## src/logic/thcs_cfg.svh

```systemverilog
// Constants for the torch height cut sequencer
`ifndef THCS_CFG_SVH
`define THCS_CFG_SVH
`define THCS_CLK_HZ        20000000
`define THCS_JOG_WAIT_MS   500
`define THCS_JOG_FAST_MS   1500
`define THCS_JOG_WAIT_CYC  ((`THCS_CLK_HZ / 1000) * `THCS_JOG_WAIT_MS)
`define THCS_JOG_FAST_CYC  ((`THCS_CLK_HZ / 1000) * `THCS_JOG_FAST_MS)
`define THCS_TENTH_CYC     (`THCS_CLK_HZ / 10)
`define THCS_AVC_MAX_TENTH 8'h64
`define THCS_JOG_STEPS     16'h0019
`define THCS_POS_W         16
`define THCS_VOLT_W        12
// Register offsets (byte addresses)
`define THCS_REG_CTRL      6'h00
`define THCS_REG_CUT_H     6'h04
`define THCS_REG_XFER_H    6'h08
`define THCS_REG_PIERCE_H  6'h0C
`define THCS_REG_RETR_H    6'h10
`define THCS_REG_PIERCE_T  6'h14
`define THCS_REG_AVC_DLY   6'h18
`define THCS_REG_SETPT     6'h1C
`define THCS_REG_LOCK_PCT  6'h20
`define THCS_REG_STATUS    6'h24
`define THCS_REG_POS       6'h28
`define THCS_REG_REF       6'h2C
// CTRL bits
`define THCS_CTRL_AVC_ON   0
`define THCS_CTRL_SAMPLE   1
`define THCS_CTRL_LOCK_EN  2
// Speed codes on the lifter drive
`define THCS_SPD_STOP      2'h0
`define THCS_SPD_SLOW      2'h1
`define THCS_SPD_AUTO      2'h2
`define THCS_SPD_MANUAL    2'h3
`endif

```

## src/logic/thcs_pkg.sv

```systemverilog
// Types for the torch height cut sequencer
`default_nettype none
package thcs_pkg;
   typedef enum logic [10:0] {
      THCS_IDLE     = 11'h001,
      THCS_CONTACT  = 11'h002,
      THCS_SENSE_UP = 11'h004,
      THCS_PLASMA   = 11'h008,
      THCS_PIERCE_S = 11'h010,
      THCS_PIERCING = 11'h020,
      THCS_CUT_PREP = 11'h040,
      THCS_AVC_WAIT = 11'h080,
      THCS_SAMPLE   = 11'h100,
      THCS_CUTTING  = 11'h200,
      THCS_RETRACT  = 11'h400
   } thcs_state_t;
   typedef struct packed {
      logic       up;
      logic       down;
      logic [1:0] speed;
   } thcs_drive_t;
endpackage
`default_nettype wire

```

## src/logic/thcs_seq.sv

```systemverilog
// Cut-cycle sequencer of a plasma torch height controller
//
// Our own choices: the register addresses and the Avalon-MM register port.
`include "thcs_cfg.svh"
`default_nettype none
module thcs_seq
   import thcs_pkg::*;
(
   // Clock and reset
   input  wire logic        clk_i,
   input  wire logic        rst_n_i,
   // Avalon-MM slave
   input  wire logic [5:0]  avs_address_i,
   input  wire logic        avs_read_i,
   input  wire logic        avs_write_i,
   input  wire logic [31:0] avs_writedata_i,
   output logic [31:0]      avs_readdata_o,
   output logic             avs_waitrequest_o,
   // Pins from CNC, plasma supply and panel
   input  wire logic        cycle_start_i,
   input  wire logic        height_loop_inhibit_i,
   input  wire logic        arc_transfer_input_i,
   input  wire logic        tip_contact_i,
   input  wire logic        man_up_i,
   input  wire logic        man_down_i,
   // Lifter position and arc voltage
   input  wire logic [15:0] lift_pos_i,
   input  wire logic [11:0] arc_volt_i,
   // Outputs
   output logic             plasma_start_o,
   output logic             motion_permit_o,
   output thcs_drive_t      drive_o,
   output logic [10:0]      state_o
);
   ///////////////////////////////////////////////////////////////////////////
   localparam int JOG_WAIT = `THCS_JOG_WAIT_CYC;
   localparam int JOG_FAST = `THCS_JOG_FAST_CYC;
   localparam int TENTH    = `THCS_TENTH_CYC;

   // Pin synchronisers, two flops each
   logic [5:0] sync1;
   logic [5:0] sync2;
   always_ff @(posedge clk_i) begin
      sync1 <= {cycle_start_i, height_loop_inhibit_i, arc_transfer_input_i,
                tip_contact_i, man_up_i, man_down_i};
      sync2 <= sync1;
   end
   wire logic cyc_s  = sync2[5];
   wire logic inh_s  = sync2[4];
   wire logic arc_s  = sync2[3];
   wire logic tip_s  = sync2[2];
   wire logic up_s   = sync2[1];
   wire logic dn_s   = sync2[0];

   ///////////////////////////////////////////////////////////////////////////
   // Configuration registers
   logic [2:0]  ctrl;
   logic [15:0] cut_h;
   logic [15:0] xfer_h;
   logic [15:0] pierce_h;
   logic [15:0] retr_h;
   logic [15:0] pierce_t;
   logic [7:0]  avc_dly;
   logic [11:0] setpt;
   logic [4:0]  lock_pct;
   logic        xfer_set;

   wire logic wr = avs_write_i && !avs_waitrequest_o;
   wire logic [15:0] cut_150 = avs_writedata_i[15:0] + {1'b0, avs_writedata_i[15:1]};
   wire logic [7:0]  avc_clip = (avs_writedata_i[7:0] > `THCS_AVC_MAX_TENTH) ?
                                `THCS_AVC_MAX_TENTH : avs_writedata_i[7:0];

   always_ff @(posedge clk_i) begin
      if (!rst_n_i) begin
         ctrl     <= 3'h0;
         cut_h    <= 16'h0000;
         xfer_h   <= 16'h0000;
         pierce_h <= 16'h0000;
         retr_h   <= 16'h0000;
         pierce_t <= 16'h0000;
         avc_dly  <= 8'h00;
         setpt    <= 12'h000;
         lock_pct <= 5'h00;
         xfer_set <= 1'b0;
      end else if (wr) begin
         case (avs_address_i)
            `THCS_REG_CTRL:     ctrl <= avs_writedata_i[2:0];
            `THCS_REG_CUT_H: begin
               cut_h <= avs_writedata_i[15:0];
               if (!xfer_set) begin
                  xfer_h <= cut_150;
               end
            end
            `THCS_REG_XFER_H: begin
               xfer_h   <= avs_writedata_i[15:0];
               xfer_set <= 1'b1;
            end
            `THCS_REG_PIERCE_H: pierce_h <= avs_writedata_i[15:0];
            `THCS_REG_RETR_H:   retr_h <= avs_writedata_i[15:0];
            `THCS_REG_PIERCE_T: pierce_t <= avs_writedata_i[15:0];
            `THCS_REG_AVC_DLY:  avc_dly <= avc_clip;
            `THCS_REG_SETPT:    setpt <= avs_writedata_i[11:0];
            `THCS_REG_LOCK_PCT: lock_pct <= avs_writedata_i[4:0];
            default: ;
         endcase
      end
   end

   ///////////////////////////////////////////////////////////////////////////
   // Sequencer
   thcs_state_t state;
   thcs_state_t next_state;
   logic [15:0] work_pos;
   logic [11:0] ref_v;
   logic [31:0] tmr;
   logic [15:0] tenths;
   logic [31:0] man_cnt;
   logic [15:0] jog_tgt;
   logic        man_act;
   logic        man_dir_up;
   logic        jog_busy;

   wire logic [15:0] tgt_xfer   = work_pos + xfer_h;
   wire logic [15:0] tgt_pierce = work_pos + pierce_h;
   wire logic [15:0] tgt_cut    = work_pos + cut_h;
   wire logic [15:0] tgt_retr   = work_pos + retr_h;
   wire logic at_xfer   = (lift_pos_i == tgt_xfer);
   wire logic at_pierce = (lift_pos_i == tgt_pierce);
   wire logic at_cut    = (lift_pos_i == tgt_cut);
   wire logic at_retr   = (lift_pos_i == tgt_retr);
   wire logic tick      = (tmr == 32'(TENTH - 1));
   wire logic pierce_done = (pierce_t == 16'h0000) || (tick && (tenths + 16'h0001 >= pierce_t));
   wire logic avc_done  = (avc_dly == 8'h00) || (tick && (tenths + 16'h0001 >= {8'h00, avc_dly}));
   // Lock threshold: ref * (100 + pct) / 100, compared without division
   wire logic [19:0] lhs   = 20'(arc_volt_i) * 20'd100;
   wire logic [19:0] rhs   = 20'(ref_v) * (20'd100 + 20'(lock_pct));
   wire logic lock_hit     = ctrl[`THCS_CTRL_LOCK_EN] && (lhs > rhs);
   wire logic loop_run     = ctrl[`THCS_CTRL_AVC_ON] && !inh_s && !lock_hit;
   wire logic man_req      = up_s ^ dn_s;

   always_comb begin
      next_state = state;
      case (state)
         THCS_IDLE:     if (cyc_s && tip_s) next_state = THCS_CONTACT;
         THCS_CONTACT:  if (!tip_s) next_state = THCS_SENSE_UP;
         THCS_SENSE_UP: if (at_xfer) next_state = THCS_PLASMA;
         THCS_PLASMA:   if (arc_s) next_state = THCS_PIERCE_S;
         THCS_PIERCE_S: if (at_pierce) next_state = THCS_PIERCING;
         THCS_PIERCING: if (pierce_done) next_state = THCS_CUT_PREP;
         THCS_CUT_PREP: if (at_cut) next_state = THCS_AVC_WAIT;
         THCS_AVC_WAIT: if (avc_done) begin
            next_state = ctrl[`THCS_CTRL_SAMPLE] ? THCS_SAMPLE : THCS_CUTTING;
         end
         THCS_SAMPLE:   next_state = THCS_CUTTING;
         THCS_CUTTING:  if (!cyc_s) next_state = THCS_RETRACT;
         THCS_RETRACT:  if (at_retr) next_state = THCS_IDLE;
         default:       next_state = THCS_IDLE;
      endcase
      if (state != THCS_IDLE && state != THCS_RETRACT && !cyc_s) begin
         next_state = THCS_RETRACT;
      end
   end

   always_ff @(posedge clk_i) begin
      if (!rst_n_i) begin
         state    <= THCS_IDLE;
         work_pos <= 16'h0000;
         ref_v    <= 12'h000;
         tmr      <= 32'h0000_0000;
         tenths   <= 16'h0000;
      end else begin
         state <= next_state;
         if (state == THCS_CONTACT && !tip_s) begin
            work_pos <= lift_pos_i;
         end
         if (state == THCS_SAMPLE) begin
            ref_v <= arc_volt_i;
         end else if (state == THCS_AVC_WAIT && avc_done) begin
            ref_v <= setpt;
         end
         if (next_state != state || tick) begin
            tmr <= 32'h0000_0000;
         end else begin
            tmr <= tmr + 32'h0000_0001;
         end
         if (next_state != state) begin
            tenths <= 16'h0000;
         end else if (tick) begin
            tenths <= tenths + 16'h0001;
         end
      end
   end

   ///////////////////////////////////////////////////////////////////////////
   // Manual jog profile
   always_ff @(posedge clk_i) begin
      if (!rst_n_i) begin
         man_act    <= 1'b0;
         man_dir_up <= 1'b0;
         man_cnt    <= 32'h0000_0000;
         jog_tgt    <= 16'h0000;
      end else if (man_req && (!man_act || man_dir_up == up_s)) begin
         if (!man_act) begin
            jog_tgt <= up_s ? lift_pos_i + `THCS_JOG_STEPS : lift_pos_i - `THCS_JOG_STEPS;
         end
         man_act    <= 1'b1;
         man_dir_up <= up_s;
         if (man_cnt != 32'(JOG_FAST)) begin
            man_cnt <= man_cnt + 32'h0000_0001;
         end
      end else begin
         man_act <= 1'b0;
         man_cnt <= 32'h0000_0000;
      end
   end

   wire logic man_ok = (state == THCS_IDLE) ||
                       (state == THCS_CUTTING && !ctrl[`THCS_CTRL_AVC_ON]);
   always_ff @(posedge clk_i) jog_busy <= rst_n_i &&
      ((man_req && !man_act) || (jog_busy && man_ok && lift_pos_i != jog_tgt));
   wire logic jog_left = jog_busy && (lift_pos_i != jog_tgt); // A short press still finishes its jog
   wire logic [1:0] man_spd = (man_cnt >= 32'(JOG_FAST)) ? `THCS_SPD_MANUAL : `THCS_SPD_SLOW;
   wire logic man_move = man_ok && (jog_left || (man_act && man_cnt >= 32'(JOG_WAIT)));

   ///////////////////////////////////////////////////////////////////////////
   // Drive selection
   thcs_drive_t next_drive;
   always_comb begin
      next_drive = '{up: 1'b0, down: 1'b0, speed: `THCS_SPD_STOP};
      case (state)
         THCS_CONTACT:  next_drive = '{up: 1'b1, down: 1'b0, speed: `THCS_SPD_SLOW};
         THCS_SENSE_UP: if (!at_xfer) next_drive = '{up: (lift_pos_i < tgt_xfer), down: (lift_pos_i > tgt_xfer),
                                                     speed: `THCS_SPD_AUTO};
         THCS_PIERCE_S: if (!at_pierce) next_drive = '{up: (lift_pos_i < tgt_pierce),
                                                       down: (lift_pos_i > tgt_pierce), speed: `THCS_SPD_AUTO};
         THCS_CUT_PREP: if (!at_cut) next_drive = '{up: (lift_pos_i < tgt_cut), down: (lift_pos_i > tgt_cut),
                                                   speed: `THCS_SPD_AUTO};
         THCS_CUTTING:  if (loop_run && arc_volt_i != ref_v) begin
            next_drive = '{up: (arc_volt_i < ref_v), down: (arc_volt_i > ref_v), speed: `THCS_SPD_AUTO};
         end
         THCS_RETRACT:  if (!at_retr) next_drive = '{up: (lift_pos_i < tgt_retr), down: (lift_pos_i > tgt_retr),
                                                    speed: `THCS_SPD_AUTO};
         default: ;
      endcase
      if (man_move) begin
         next_drive = '{up: man_dir_up, down: !man_dir_up, speed: man_spd};
      end
   end

   // Plasma depends on state only and permit on state and at_cut, so a manual jog leaves them alone
   wire logic next_plasma = (state == THCS_PLASMA) || (state == THCS_PIERCE_S) || (state == THCS_PIERCING) ||
                            (state == THCS_CUT_PREP) || (state == THCS_AVC_WAIT) || (state == THCS_SAMPLE) ||
                            (state == THCS_CUTTING);
   wire logic next_permit = (state == THCS_AVC_WAIT) || (state == THCS_SAMPLE) ||
                            (state == THCS_CUTTING) || (state == THCS_CUT_PREP && at_cut);

   always_ff @(posedge clk_i) begin
      if (!rst_n_i) begin
         drive_o         <= '{up: 1'b0, down: 1'b0, speed: `THCS_SPD_STOP};
         plasma_start_o  <= 1'b0;
         motion_permit_o <= 1'b0;
         state_o         <= 11'h001;
      end else begin
         drive_o         <= next_drive;
         plasma_start_o  <= next_plasma;
         motion_permit_o <= next_permit;
         state_o         <= state;
      end
   end

   ///////////////////////////////////////////////////////////////////////////
   // Bus reply, one wait cycle on every request
   wire logic [31:0] rd_mux =
      (avs_address_i == `THCS_REG_CTRL)     ? {29'h0, ctrl} :
      (avs_address_i == `THCS_REG_CUT_H)    ? {16'h0, cut_h} :
      (avs_address_i == `THCS_REG_XFER_H)   ? {16'h0, xfer_h} :
      (avs_address_i == `THCS_REG_PIERCE_H) ? {16'h0, pierce_h} :
      (avs_address_i == `THCS_REG_RETR_H)   ? {16'h0, retr_h} :
      (avs_address_i == `THCS_REG_PIERCE_T) ? {16'h0, pierce_t} :
      (avs_address_i == `THCS_REG_AVC_DLY)  ? {24'h0, avc_dly} :
      (avs_address_i == `THCS_REG_SETPT)    ? {20'h0, setpt} :
      (avs_address_i == `THCS_REG_LOCK_PCT) ? {27'h0, lock_pct} :
      (avs_address_i == `THCS_REG_STATUS)   ? {18'h0, lock_hit, man_act, arc_s, state} :
      (avs_address_i == `THCS_REG_POS)      ? {work_pos, lift_pos_i} :
      (avs_address_i == `THCS_REG_REF)      ? {20'h0, ref_v} : 32'h0000_0000;

   always_ff @(posedge clk_i) begin
      if (!rst_n_i) begin
         avs_waitrequest_o <= 1'b1;
         avs_readdata_o    <= 32'h0000_0000;
      end else begin
         avs_waitrequest_o <= !((avs_read_i || avs_write_i) && avs_waitrequest_o);
         avs_readdata_o    <= rd_mux;
      end
   end

   ///////////////////////////////////////////////////////////////////////////
   plasma_hold_a: assert property (@(posedge clk_i) disable iff (!rst_n_i)
      (state == THCS_PLASMA && !arc_s && cyc_s) |=> state == THCS_PLASMA) else $error("left plasma early");
   contact_latch_a: assert property (@(posedge clk_i) disable iff (!rst_n_i)
      (state == THCS_CONTACT && !tip_s && cyc_s) |=> (state == THCS_SENSE_UP && work_pos == $past(lift_pos_i)))
      else $error("contact latch wrong");
   cut_end_a: assert property (@(posedge clk_i) disable iff (!rst_n_i)
      (state == THCS_CUTTING && !cyc_s) |=> state == THCS_RETRACT) else $error("no retract");
   retract_a: assert property (@(posedge clk_i) disable iff (!rst_n_i)
      (state == THCS_RETRACT && at_retr) |=> state == THCS_IDLE) else $error("no idle");
   permit_a: assert property (@(posedge clk_i) disable iff (!rst_n_i)
      (state == THCS_CUTTING) |=> motion_permit_o) else $error("permit missing");
   plasma_out_a: assert property (@(posedge clk_i) disable iff (!rst_n_i)
      (state == THCS_PLASMA) |=> plasma_start_o) else $error("plasma start missing");
   inhibit_hold_a: assert property (@(posedge clk_i) disable iff (!rst_n_i)
      (state == THCS_CUTTING && inh_s && !man_move) |=> !drive_o.up && !drive_o.down)
      else $error("moved under inhibit");
   avc_dir_a: assert property (@(posedge clk_i) disable iff (!rst_n_i)
      (state == THCS_CUTTING && loop_run && !man_move && arc_volt_i > ref_v) |=> drive_o.down)
      else $error("wrong loop direction");
   pierce_go_a: assert property (@(posedge clk_i) disable iff (!rst_n_i)
      (state == THCS_PIERCE_S && at_pierce && cyc_s) |=> state == THCS_PIERCING) else $error("pierce stuck");
endmodule
`default_nettype wire

```

## config.mk

```make
export PLATFORM = sky130hd
export DESIGN_NAME = thcs_seq
export DESIGN_NICKNAME = d
export VERILOG_FILES = /design/src/logic/thcs_pkg.sv /design/src/logic/thcs_seq.sv
export VERILOG_INCLUDE_DIRS = /design/src /design/src/logic
export SDC_FILE = /design/constraint.sdc
export NUM_CORES = 1
export LEC_CHECK = 0
export BUFFER_PORTS_ARGS = -buffer_cell sky130_fd_sc_hd__clkbuf_2
export CORE_ASPECT_RATIO = 1.75
export CORE_UTILIZATION = 30
export CTS_BUF_LIST = sky130_fd_sc_hd__clkbuf_2
export DETAILED_ROUTE_END_ITERATION = 6
export PLACE_DENSITY = 0.46
export SLEW_MARGIN = 0
export SYNTH_ARGS = -nofsm -noshare
export SYNTH_HDL_FRONTEND = slang
export SYNTH_SLANG_ARGS = --single-unit
```

## constraint.sdc

```tcl
create_clock -name clk_i -period 7.4 [get_ports clk_i]
set_input_delay 0.37 -clock clk_i [delete_from_list [all_inputs] [get_ports clk_i]]
set_output_delay 0.37 -clock clk_i [all_outputs]
set_load 0.005 [all_outputs]
```

==> results of run 1 <==
-- layout make-up --
type                            count  area [µm²]  area share (%)
Multi-Input combinational cell   2353       17100            61.6
Timing Repair Buffer              225        1620            5.82
Clock buffer                      117         586            2.11
Antenna cell                        7        17.5          0.0630
Sequential cell                   309        6190            22.3
Tap cell                         1050        1310            4.73
Inverter                          207         777            2.79
Clock inverter                     23         166           0.599
-- sequential cells by signal, summed over array words and instances (netlist names), 12 cells and up --
register and flops:
tenths 16, retr_h 16, cut_h 16, xfer_h 16, work_pos 16, setpt 12, avs_readdata_o 32, pierce_h 16
ref_v 12, jog_tgt 16, man_cnt 32, pierce_t 16, tmr 32
-- cell families after synthesis --
group / Yosys count / share of synthesized area [%]
multiplexers: 36 / 1.85
AO/OA/AOI/OAI: 631 / 17.3
buffers and inverters: 310 / 4.91
AND/OR/NAND/NOR: 1103 / 21.8
flip-flops: 309 / 25.3
adder cells (fa/ha/maj): 371 / 21.2
XOR/XNOR: 212 / 7.60
-- power by group --
group	switching (mW)	leakage, nW	internal, mW
Combinational	0.535	8.78	0.356
Sequential	0.0385	2.50	1.69
Clock	0.828	0.561	0.499
Total	1.40	11.8	2.55
-- layer usage --
layer  up-vias  track usage (%)  wire [µm]
met5         -                0          0
met4         0             13.8       5890
met3       226             2.56       2630
met2       466             39.5      45700
met1     10500             21.8      33000
li1      10800                -          -
-- through the flow --
stage                     TNS, ps  utilization, %  instances
after floorplan                 0               -       2972
final                           0            34.4       4291
after global placement          0            32.4       4062
after detailed placement        0            32.4       4062
after global routing        -19.3            34.4       4289
after CTS                       0            34.3       4282
-- Yosys cell counts, drive strengths merged, types with 9 or more instances --
cell type | instances | area, µm²
a211oi | 11 | 82.6
a21boi | 105 | 788
a21o | 52 | 390
a21oi | 164 | 821
a221oi | 12 | 105
a22oi | 31 | 233
a31oi | 22 | 138
and2 | 83 | 519
and3 | 26 | 163
buf | 13 | 85.1
clkbuf | 90 | 338
dfxtp | 309 | 6190
fa | 73 | 1460
ha | 298 | 3730
inv | 207 | 777
mux2 | 14 | 158
mux2i | 16 | 160
nand2 | 389 | 1460
nand2b | 42 | 263
nand3 | 83 | 428
nand4 | 37 | 246
nor2 | 237 | 940
nor2b | 46 | 288
nor3 | 63 | 315
nor4 | 30 | 188
nor4b | 9 | 85.1
o211a | 9 | 90.1
o211ai | 18 | 135
o21a | 17 | 128
o21ai | 97 | 489
o21bai | 10 | 75.1
or2 | 11 | 71.3
or3 | 24 | 155
xnor2 | 95 | 832
xor2 | 117 | 1020
-- worst min-delay path by stage --
stage                     slack (ps)  cells after the start                start           end
after floorplan                  310                      0             sync1[0]      sync2[0]
after global placement           310                      0             sync1[1]      sync2[1]
after detailed placement         320                      0             sync1[4]      sync2[4]
after CTS                        0.8                      4  avs_writedata_i[12]     cut_h[12]
after global routing              30                      4   avs_writedata_i[4]   pierce_t[4]
final                            120                      4       lift_pos_i[10]  work_pos[10]
-- placed cells by master, fill, tap and decap left out, types with 12 or more instances in the layout --
cell type and n:
inv_1 207, buf_4 37, nand4_1 36, xor2_1 117, nor2_2 21, o21a_1 17
a21o_1 52, clkbuf_2 225, nand3_1 81, o211ai_1 18, a21boi_0 104, nor2b_1 46
dlygate4sd3_1 80, and3_1 26, dfxtp_1 308, and2_1 83, or3_1 23, mux2i_1 16
xnor2_1 95, nor3_1 60, a22oi_1 31, o21ai_0 92, a21oi_1 163, nand2b_1 42
a31oi_1 22, fa_1 73, nor2_1 216, a221oi_1 12, nand2_1 389, ha_1 296
nor4_1 30, mux2_2 14
-- critical path: cells and delay by family (launching register included) --
kind	cells	cell delay, ps
fa+ha+maj	8	3200
buf+inv	3	140
flops	1	350
compound gates	14	2810
simple gates	3	260
xor+xnor	1	150
-- timing repair --
action,CTS,global route
buffers inserted,0,2
resized for setup,0,15
endpoints found under the setup margin,0,3
endpoints found under the hold margin,223,0
hold buffers,80,0
==> flow_metrics.tcl, run 1 <==
set metrics [dict create \
    hold_path_class "primary input to flop" \
    grt_first_pass_wirelength_um 131000 \
    yosys_warnings 0 \
    syn_inst 2972 \
    grt_pass1_vias 22000 \
    firstDrtPassIters 7 \
    worst_hold_slack_ps 117 \
    grt_max_degree 103 \
    cts_tree "yes" \
    track_usage_pct 21.1 \
    die_area_um2 82600 \
    wl_per_cell_um 20.3 \
    route.detailed.drc 0 \
    slew_headroom_pct 28.0 \
    antenna_found_initial 3 \
    htree_levels 3 \
    io_buffers 109 \
    worst_pin_slew_ps 1070 \
    drt_iter0_drc 1045 \
    clock_sinks 309 \
    finalSetupViolations 0 \
    rrSetupSlack_ps 370 \
    dp_slack_ps 126 \
    finalNetCount 3627 \
    rows 138 \
    fill_cells 8680 \
    power_mw 3.95 \
    critPathCaptureType "flop" \
    clk_pin_slew_ps 110 \
    ir_worst_vdd_mv 0.0971 \
    cp_slowest_cell "fa_1" \
    hold_viol 0 \
    ys_ff_latch 309 \
    drtAntennaViolNets 0 \
    drive_above_1_share_pct 11.2 \
    grt_overflow 0 \
    clock_skew_ps 101 \
    start_kind "flop" \
    start_util_pct 30.2 \
    via_per_inst 5.12 \
    die_h_um 379 \
    crit_fanout 5 \
    ys_types 83 \
    synth-edff-count 0 \
    reg2reg_from "lock_pct[3]" \
    io_pins 126 \
    syn_to_final_growth_pct 13.8 \
    clock_path_buffers 3 \
    stdcell_area_um2 27800 \
    setup_ws_ps 375 \
    post_dp_cell_area_um2 26100 \
    reg2regPathDepth 29 \
    via_count 22000 \
    drv_slew 0 \
    core_region_area_um2 80800 \
    worstSkewPairLatency_ps 1280 \
    cp.required_ps 8560 \
    status "complete, no violations" \
    die_x_um 218 \
    ys_seq_area_share_pct 25.3 \
    startpoint "lock_pct[3]" \
    finalWirelength_um 87200 \
    syn_avg_cell_area_um2 8.22 \
    fmax_mhz 142 \
    cap_violations 0 \
    leakage_nw 11.8 \
    syn_nets 3419 \
    async_flop_share_pct 0 \
    period_needed_ps 7030 \
    cpPeakStageDelay_ps 530 \
    worstSetupEndpoint "drive_o[3]" \
    worstReg2RegEnd "drive_o[3]" \
    path_class "flop to flop" \
    numCtsBuffers 84 \
    crit_top_cell "fa_1" \
    fin_crit_sh_pct 94.9 \
    crit_arrival_ps 8190 \
    cellPowerDensity_nw_per_um2 142 \
    ys.flop_type "dfxtp_1" \
    routabilityCongestion 0.888 \
    detailed_place_hpwl_um 67700 \
    clockRootBuffer "clkbuf_2" \
    synth_area_um2 24400 \
]
(Power assumes the default switching activity.)
==> run 2: changes to the inputs <==
--- a/config.mk
+++ b/config.mk
@@ -6,12 +6,14 @@
 export SDC_FILE = /design/constraint.sdc
 export NUM_CORES = 1
 export LEC_CHECK = 0
+export ABC_AREA = 1
 export BUFFER_PORTS_ARGS = -buffer_cell sky130_fd_sc_hd__clkbuf_2
 export CORE_ASPECT_RATIO = 1.75
 export CORE_UTILIZATION = 30
 export CTS_BUF_LIST = sky130_fd_sc_hd__clkbuf_2
 export DETAILED_ROUTE_END_ITERATION = 6
 export PLACE_DENSITY = 0.46
+export REMOVE_ABC_BUFFERS = 1
 export SLEW_MARGIN = 0
 export SYNTH_ARGS = -nofsm -noshare
 export SYNTH_HDL_FRONTEND = slang
==> run 2 against run 1 <==
  * Largest cell class unchanged
  * Final area rose by 1.7%
  * Core utilization rose by 0.59 points
  * Wire length rose by 8.7%
  * Sequential share of layout area fell by 0.38 points
  * Critical path type unchanged
  * Clock skew rose by 6.4 ps
  * Maximum frequency rose by 1.3%
  * Register-to-register slack improved by 90 ps
  * Combinational power rose by 11%
  * Clock-buffer cell count fell by 1
  * Clock power barely moved
==> flow_metrics.tcl, run 2 <==
set metrics [dict create \
    status "complete, no violations" \
    synth_commonest_cells "inv_1 (559), nand2_1 (512), a21oi_1 (378)" \
    io_pins 126 \
    antenna_found_initial 4 \
    async_flop_share_pct 0 \
    crit_top_cell "nand2_1" \
    clock_skew_ps 107 \
    fin_cells 4778 \
    power_frac_clock_pct 33.1 \
    multiInputGateArea_um2 15800 \
    post_dp_cell_area_um2 26300 \
    intPower_mw 2.50 \
    clk_pin_slew_ps 120 \
    finalSetupViolations 0 \
    crit_arrival_ps 8030 \
    start_kind "flop" \
    leakage_nw 13.0 \
    start_util_pct 30.3 \
    register_area_um2 6190 \
    syn_inst 3391 \
    fill_cells 8950 \
    finalWirelength_um 94800 \
    clock_sinks 309 \
    drtAntennaViolNets 0 \
    htree_levels 3 \
    die_h_um 380 \
    dp_slack_ps 78.5 \
    die_area_um2 82700 \
    slew_headroom_pct 2.33 \
    synth.largest_area_cell "dfxtp_1" \
    cts_tree "yes" \
    numCtsBuffers 84 \
    rows 138 \
    drive_above_1_share_pct 9.70 \
    crit_fanout 6 \
    die_x_um 218 \
    drv_slew 0 \
    finalNetCount 4106 \
    hold_viol 0 \
    cp_slowest_cell "fa_1" \
    hold_path_class "primary input to flop" \
    clockRootBuffer "clkbuf_2" \
    path_class "flop to flop" \
    track_usage_pct 23.0 \
    routabilityCongestion 0.922 \
    power_mw 4.07 \
    final_util_pct 35.0 \
    switching_share_pct 38.4 \
    syn_avg_cell_area_um2 7.21 \
    cp.required_ps 8500 \
    power_frac_comb_pct 24.4 \
    io_buffers 109 \
    grt_first_pass_wirelength_um 142000 \
    setup_ws_ps 465 \
    firstDrtPassIters 5 \
    wl_per_cell_um 19.8 \
    top_regs "avs_readdata_o x32, man_cnt x32, tmr x32" \
    grt_max_degree 88 \
    drt_iter0_drc 1165 \
    yosysMostFrequentCell "inv_1" \
    detailed_place_hpwl_um 74100 \
    core_region_area_um2 80800 \
    ir_worst_vdd_mv 0.142 \
    worst_hold_slack_ps 172 \
    via_per_inst 4.95 \
    ys_ff_latch 309 \
    via_count 23700 \
    grt_overflow 0 \
    yosys_warnings 0 \
    synth.top_cell.area_share_pct 25.3 \
    route.detailed.drc 0 \
    stdcell_area_um2 28300 \
    ys.flop_type "dfxtp_1" \
    final_common_cell "inv_1" \
    critPathCaptureType "flop" \
    final_cell_mix "inv_1 (559), nand2_1 (512), a21oi_1 (378), dfxtp_1 (309), ha_1 (298)" \
    ys_types 59 \
    netlist_top_cells_area "dfxtp_1 (25%), ha_1 (15%), inv_1 (8.6%), nand2_1 (7.9%), a21oi_1 (7.7%)" \
    cellPowerDensity_nw_per_um2 144 \
    fin_crit_sh_pct 93.7 \
    power.switching_mw 1.56 \
    ys_seq_area_share_pct 25.3 \
    cap_violations 0 \
    clock_path_buffers 3 \
    dp_cells 4503 \
    fin_setup_tns_ps 0 \
    rsz0062_at_grt "no" \
    syn_to_final_growth_pct 15.6 \
    seqPwrFrac_pct 42.5 \
    worst_pin_slew_ps 1470 \
    synth-edff-count 0 \
    synth_area_um2 24500 \
    fmax_mhz 144 \
    period_needed_ps 6930 \
    cpPeakStageDelay_ps 540 \
    worstSkewPairLatency_ps 1270 \
    grt_pass1_vias 24100 \
]
==> run 2: cell count changes after synthesis, moves of 27 or more <==
cell | before | now
inv_1 | 207 | 559
a21oi_1 | 164 | 378
o21ai_0 | 94 | 281
nand2_1 | 389 | 512
a21boi_0 | 105 | 3
and2_1 | 83 | 0
xnor2_1 | 95 | 40
nor2_1 | 217 | 269
a21o_1 | 52 | 5
nor2b_1 | 46 | 0
nand2b_1 | 42 | 0
a22oi_1 | 31 | 4
nor2_2 | 20 | 47
==> run 2: final timing paths <==
path / start / end / slack [ps] / cells past startpoint
max: lock_pct[2] / avs_readdata_o[13] / 470 / 29
min: arc_volt_i[3] / ref_v[3] / 170 / 4
max reg2reg: lock_pct[2] / avs_readdata_o[13] / 470 / 29
min reg2reg: sync1[5] / sync2[5] / 330 / 0
==> run 2: power by group through the flow <==
stage,Clock [mW],Sequential [mW],Combinational [mW]
detailed placement,0,1.77,0.955
finish,1.35,1.73,0.991
floorplan,0,1.75,0.636
global route,1.49,1.73,1.11
CTS,1.42,1.73,1.01
global placement,0,1.77,0.950
==> run 2: kinds of logic (layout without fill, tap and decap cells) <==
logic type / after synthesis / count (layout) / synth area share [%]
other: 0 / 7 / 0
AND/OR/NAND/NOR: 1094 / 1094 / 19.6
XOR/XNOR: 156 / 156 / 5.59
AO/OA/AOI/OAI: 806 / 806 / 18.1
buffers and inverters: 655 / 985 / 10.2
flip-flops: 309 / 309 / 25.3
adder cells (fa/ha/maj): 371 / 371 / 21.2
==> run 2: final cells by class <==
class / count / share of cell area (%)
tap: 1050 / 4.65
antenna: 7 / 0.0620
multi-input combinational: 2427 / 56.0
clock inverter: 32 / 0.637
timing repair buffer: 266 / 7.16
sequential: 309 / 21.9
inverter: 571 / 7.59
clock buffer: 116 / 2.05
==> run 2: worst max-delay path: cells and delay by family, from the launching register on <==
kind | cells | cell delay, ps
fa+ha+maj | 8 | 3200
simple gates | 12 | 2100
compound gates | 5 | 880
flops | 1 | 320
xor+xnor | 1 | 160
buf+inv | 3 | 150
==> run 2: what timing repair did <==
action | in CTS | in global routing
hold buffers | 119 | 0
buffers inserted | 0 | 1
hold endpoints to repair | 210 | 0
resized for setup | 0 | 5
setup endpoints to repair | 0 | 3
==> run 2: metal layers <==
metal,wire length (µm),track usage (%)
met5,27,0
met4,5830,14.0
met3,3170,3.35
met2,52200,45.1
met1,33600,22.0
==> run 3: changes to the inputs <==
--- a/config.mk
+++ b/config.mk
@@ -6,7 +6,7 @@
 export SDC_FILE = /design/constraint.sdc
 export NUM_CORES = 1
 export LEC_CHECK = 0
-export ABC_AREA = 1
+export ABC_AREA = 0
 export BUFFER_PORTS_ARGS = -buffer_cell sky130_fd_sc_hd__clkbuf_2
 export CORE_ASPECT_RATIO = 1.75
 export CORE_UTILIZATION = 30
==> run 3 against run 2 <==
  * Maximum frequency decreased by 0.70%
  * Worst hold slack got worse by 46 ps
  * Sequential share of layout area grew 0.11 points
  * Final area down 0.47%
  * Via count decreased by 7.0%
  * Combinational power down 9.8%
  * Register-to-register slack lost 50 ps
  * Core utilization decreased by 0.17 points
  * Global-route usage fell by 2.1 points
  * Sequential power about the same
  * Clock skew up 47 ps
  * Critical endpoint is now drive_o[3]
  * Largest cell class unchanged
  * Highest routed layer unchanged
==> flow_metrics.tcl, run 3 (same netlist as run 1, synthesis figures left out) <==
set metrics [dict create \
    cap_violations 0 \
    final_common_cell "nand2_1" \
    grt_max_degree 125 \
    core_region_area_um2 80800 \
    finalWirelength_um 86300 \
    status "complete, no violations" \
    antenna_found_initial 4 \
    leakage_nw 12.0 \
    crit_top_cell "fa_1" \
    hold_path_class "primary input to flop" \
    start_kind "flop" \
    ir_worst_vdd_mv 0.108 \
    fin_crit_sh_pct 94.4 \
    drt_iter0_drc 1189 \
    cellPowerDensity_nw_per_um2 142 \
    crit_arrival_ps 8160 \
    numCtsBuffers 84 \
    via_count 22000 \
    path_class "flop to flop" \
    hold_viol 0 \
    period_needed_ps 6980 \
    die_h_um 379 \
    fmax_mhz 143 \
    start_util_pct 30.2 \
    clock_skew_ps 154 \
    detailed_place_hpwl_um 66200 \
    finalSetupViolations 0 \
    cp_slowest_cell "fa_1" \
    min-delay-start "avs_writedata_i[5]" \
    clock_path_buffers 3 \
    met3_usage_pct 3.07 \
    track_usage_pct 20.9 \
    worst_pin_slew_ps 1040 \
    routabilityCongestion 0.889 \
    grt_pass1_vias 22000 \
    route.detailed.drc 0 \
    busiest_layer "met2" \
    grt.met1_usage_pct 22.1 \
    cp.required_ps 8580 \
    io_pins 126 \
    fin_setup_tns_ps 0 \
    final_cell_mix "nand2_1 (389), dfxtp_1 (308), ha_1 (297), clkbuf_2 (231), nor2_1 (217)" \
    clk_pin_slew_ps 120 \
    finalNetCount 3660 \
    startpoint "lock_pct[3]" \
    via_per_inst 5.08 \
    cpPeakStageDelay_ps 540 \
    grt_use_met2_pct 39.0 \
    grt_overflow 0 \
    die_x_um 218 \
    cts_tree "yes" \
    stdcell_area_um2 28100 \
    htree_levels 3 \
    reg2reg_from "lock_pct[3]" \
    clockRootBuffer "clkbuf_2" \
    critPathCaptureType "flop" \
    worstSkewPairLatency_ps 1300 \
    drtAntennaViolNets 0 \
    rsz0062_at_grt "no" \
    drv_slew 0 \
    firstDrtPassIters 5 \
    top_regs "avs_readdata_o x32, man_cnt x32, tmr x32" \
    wl_per_cell_um 19.9 \
    postCtsSetupRepairBufs 0 \
    path_delay_family "adder cells" \
    crit_fanout 6 \
    critPathBufInv 3 \
    slew_headroom_pct 30.5 \
    syn_to_final_growth_pct 15.2 \
    grt_first_pass_wirelength_um 130000 \
    die_area_um2 82600 \
    io_buffers 109 \
    clock_sinks 309 \
    rows 138 \
    drive_above_1_share_pct 11.0 \
    post_dp_cell_area_um2 26200 \
]
## run 3: cell types whose count changed in the layout (fill, tap and decap cells not counted), moves of 42 or more
cell,previous run,this run
nand2_1,512,389
a21boi_0,2,105
and2_1,0,83
xnor2_1,40,95
inv_1,559,207
nor2_1,263,217
a21oi_1,378,164
nand2b_1,0,42
a21o_1,5,52
nor2b_1,0,46
o21ai_0,279,93
## run 3: worst min-delay path, stage by stage
cell and delay (ps):
dlygate4sd3_1 550, clkbuf_2 250, nand2_1 100, a21boi_0 70
## run 3: what timing repair did
item / CTS / global route
hold buffers: 114 / 0
hold endpoints to repair: 232 / 0
gates resized for setup: 0 / 8
endpoints found under the setup margin: 0 / 4
## run 3: metrics by stage
step	power (mW)	setup WS [ps]	hold slack, ps	utilization [%]	cells
floorplan	2.31	639	310	-	2869
global placement	2.61	252	312	32.4	4063
detailed placement	2.61	94.5	313	32.4	4063
CTS	4.08	157	0.920	34.8	4323
global route	4.26	74.7	60.1	34.8	4327
finish	4.00	416	127	34.8	4328
## run 3: final timing paths
check	end	slack (ps)	depth (start not counted)
worst max-delay path	drive_o[3]	420	28
worst min-delay path	cut_h[5]	130	4
worst min register to register	sync2[4]	330	0
worst max register to register	drive_o[3]	420	28
## run 3: power breakdown
part | internal [mW] | switching [mW] | total [mW]
logic | 0.362 | 0.531 | 0.894
registers | 1.69 | 0.0384 | 1.73
clock network | 0.549 | 0.829 | 1.38
## run 3: cell type report
class,count,area (µm²)
antenna,5,12.5
clock buffer,123,616
clock inverter,23,179
fill,8771,52700
inverter,207,777
multi-input combinational,2353,17100
sequential,309,6190
tap,1050,1310
timing repair buffer,258,1960
## run 3: routing by layer
metal	routed length (µm)	vias up
met2	45200	477
met4	4770	2
met5	10	-
met1	33200	10500
li1	-	10900
met3	3020	185
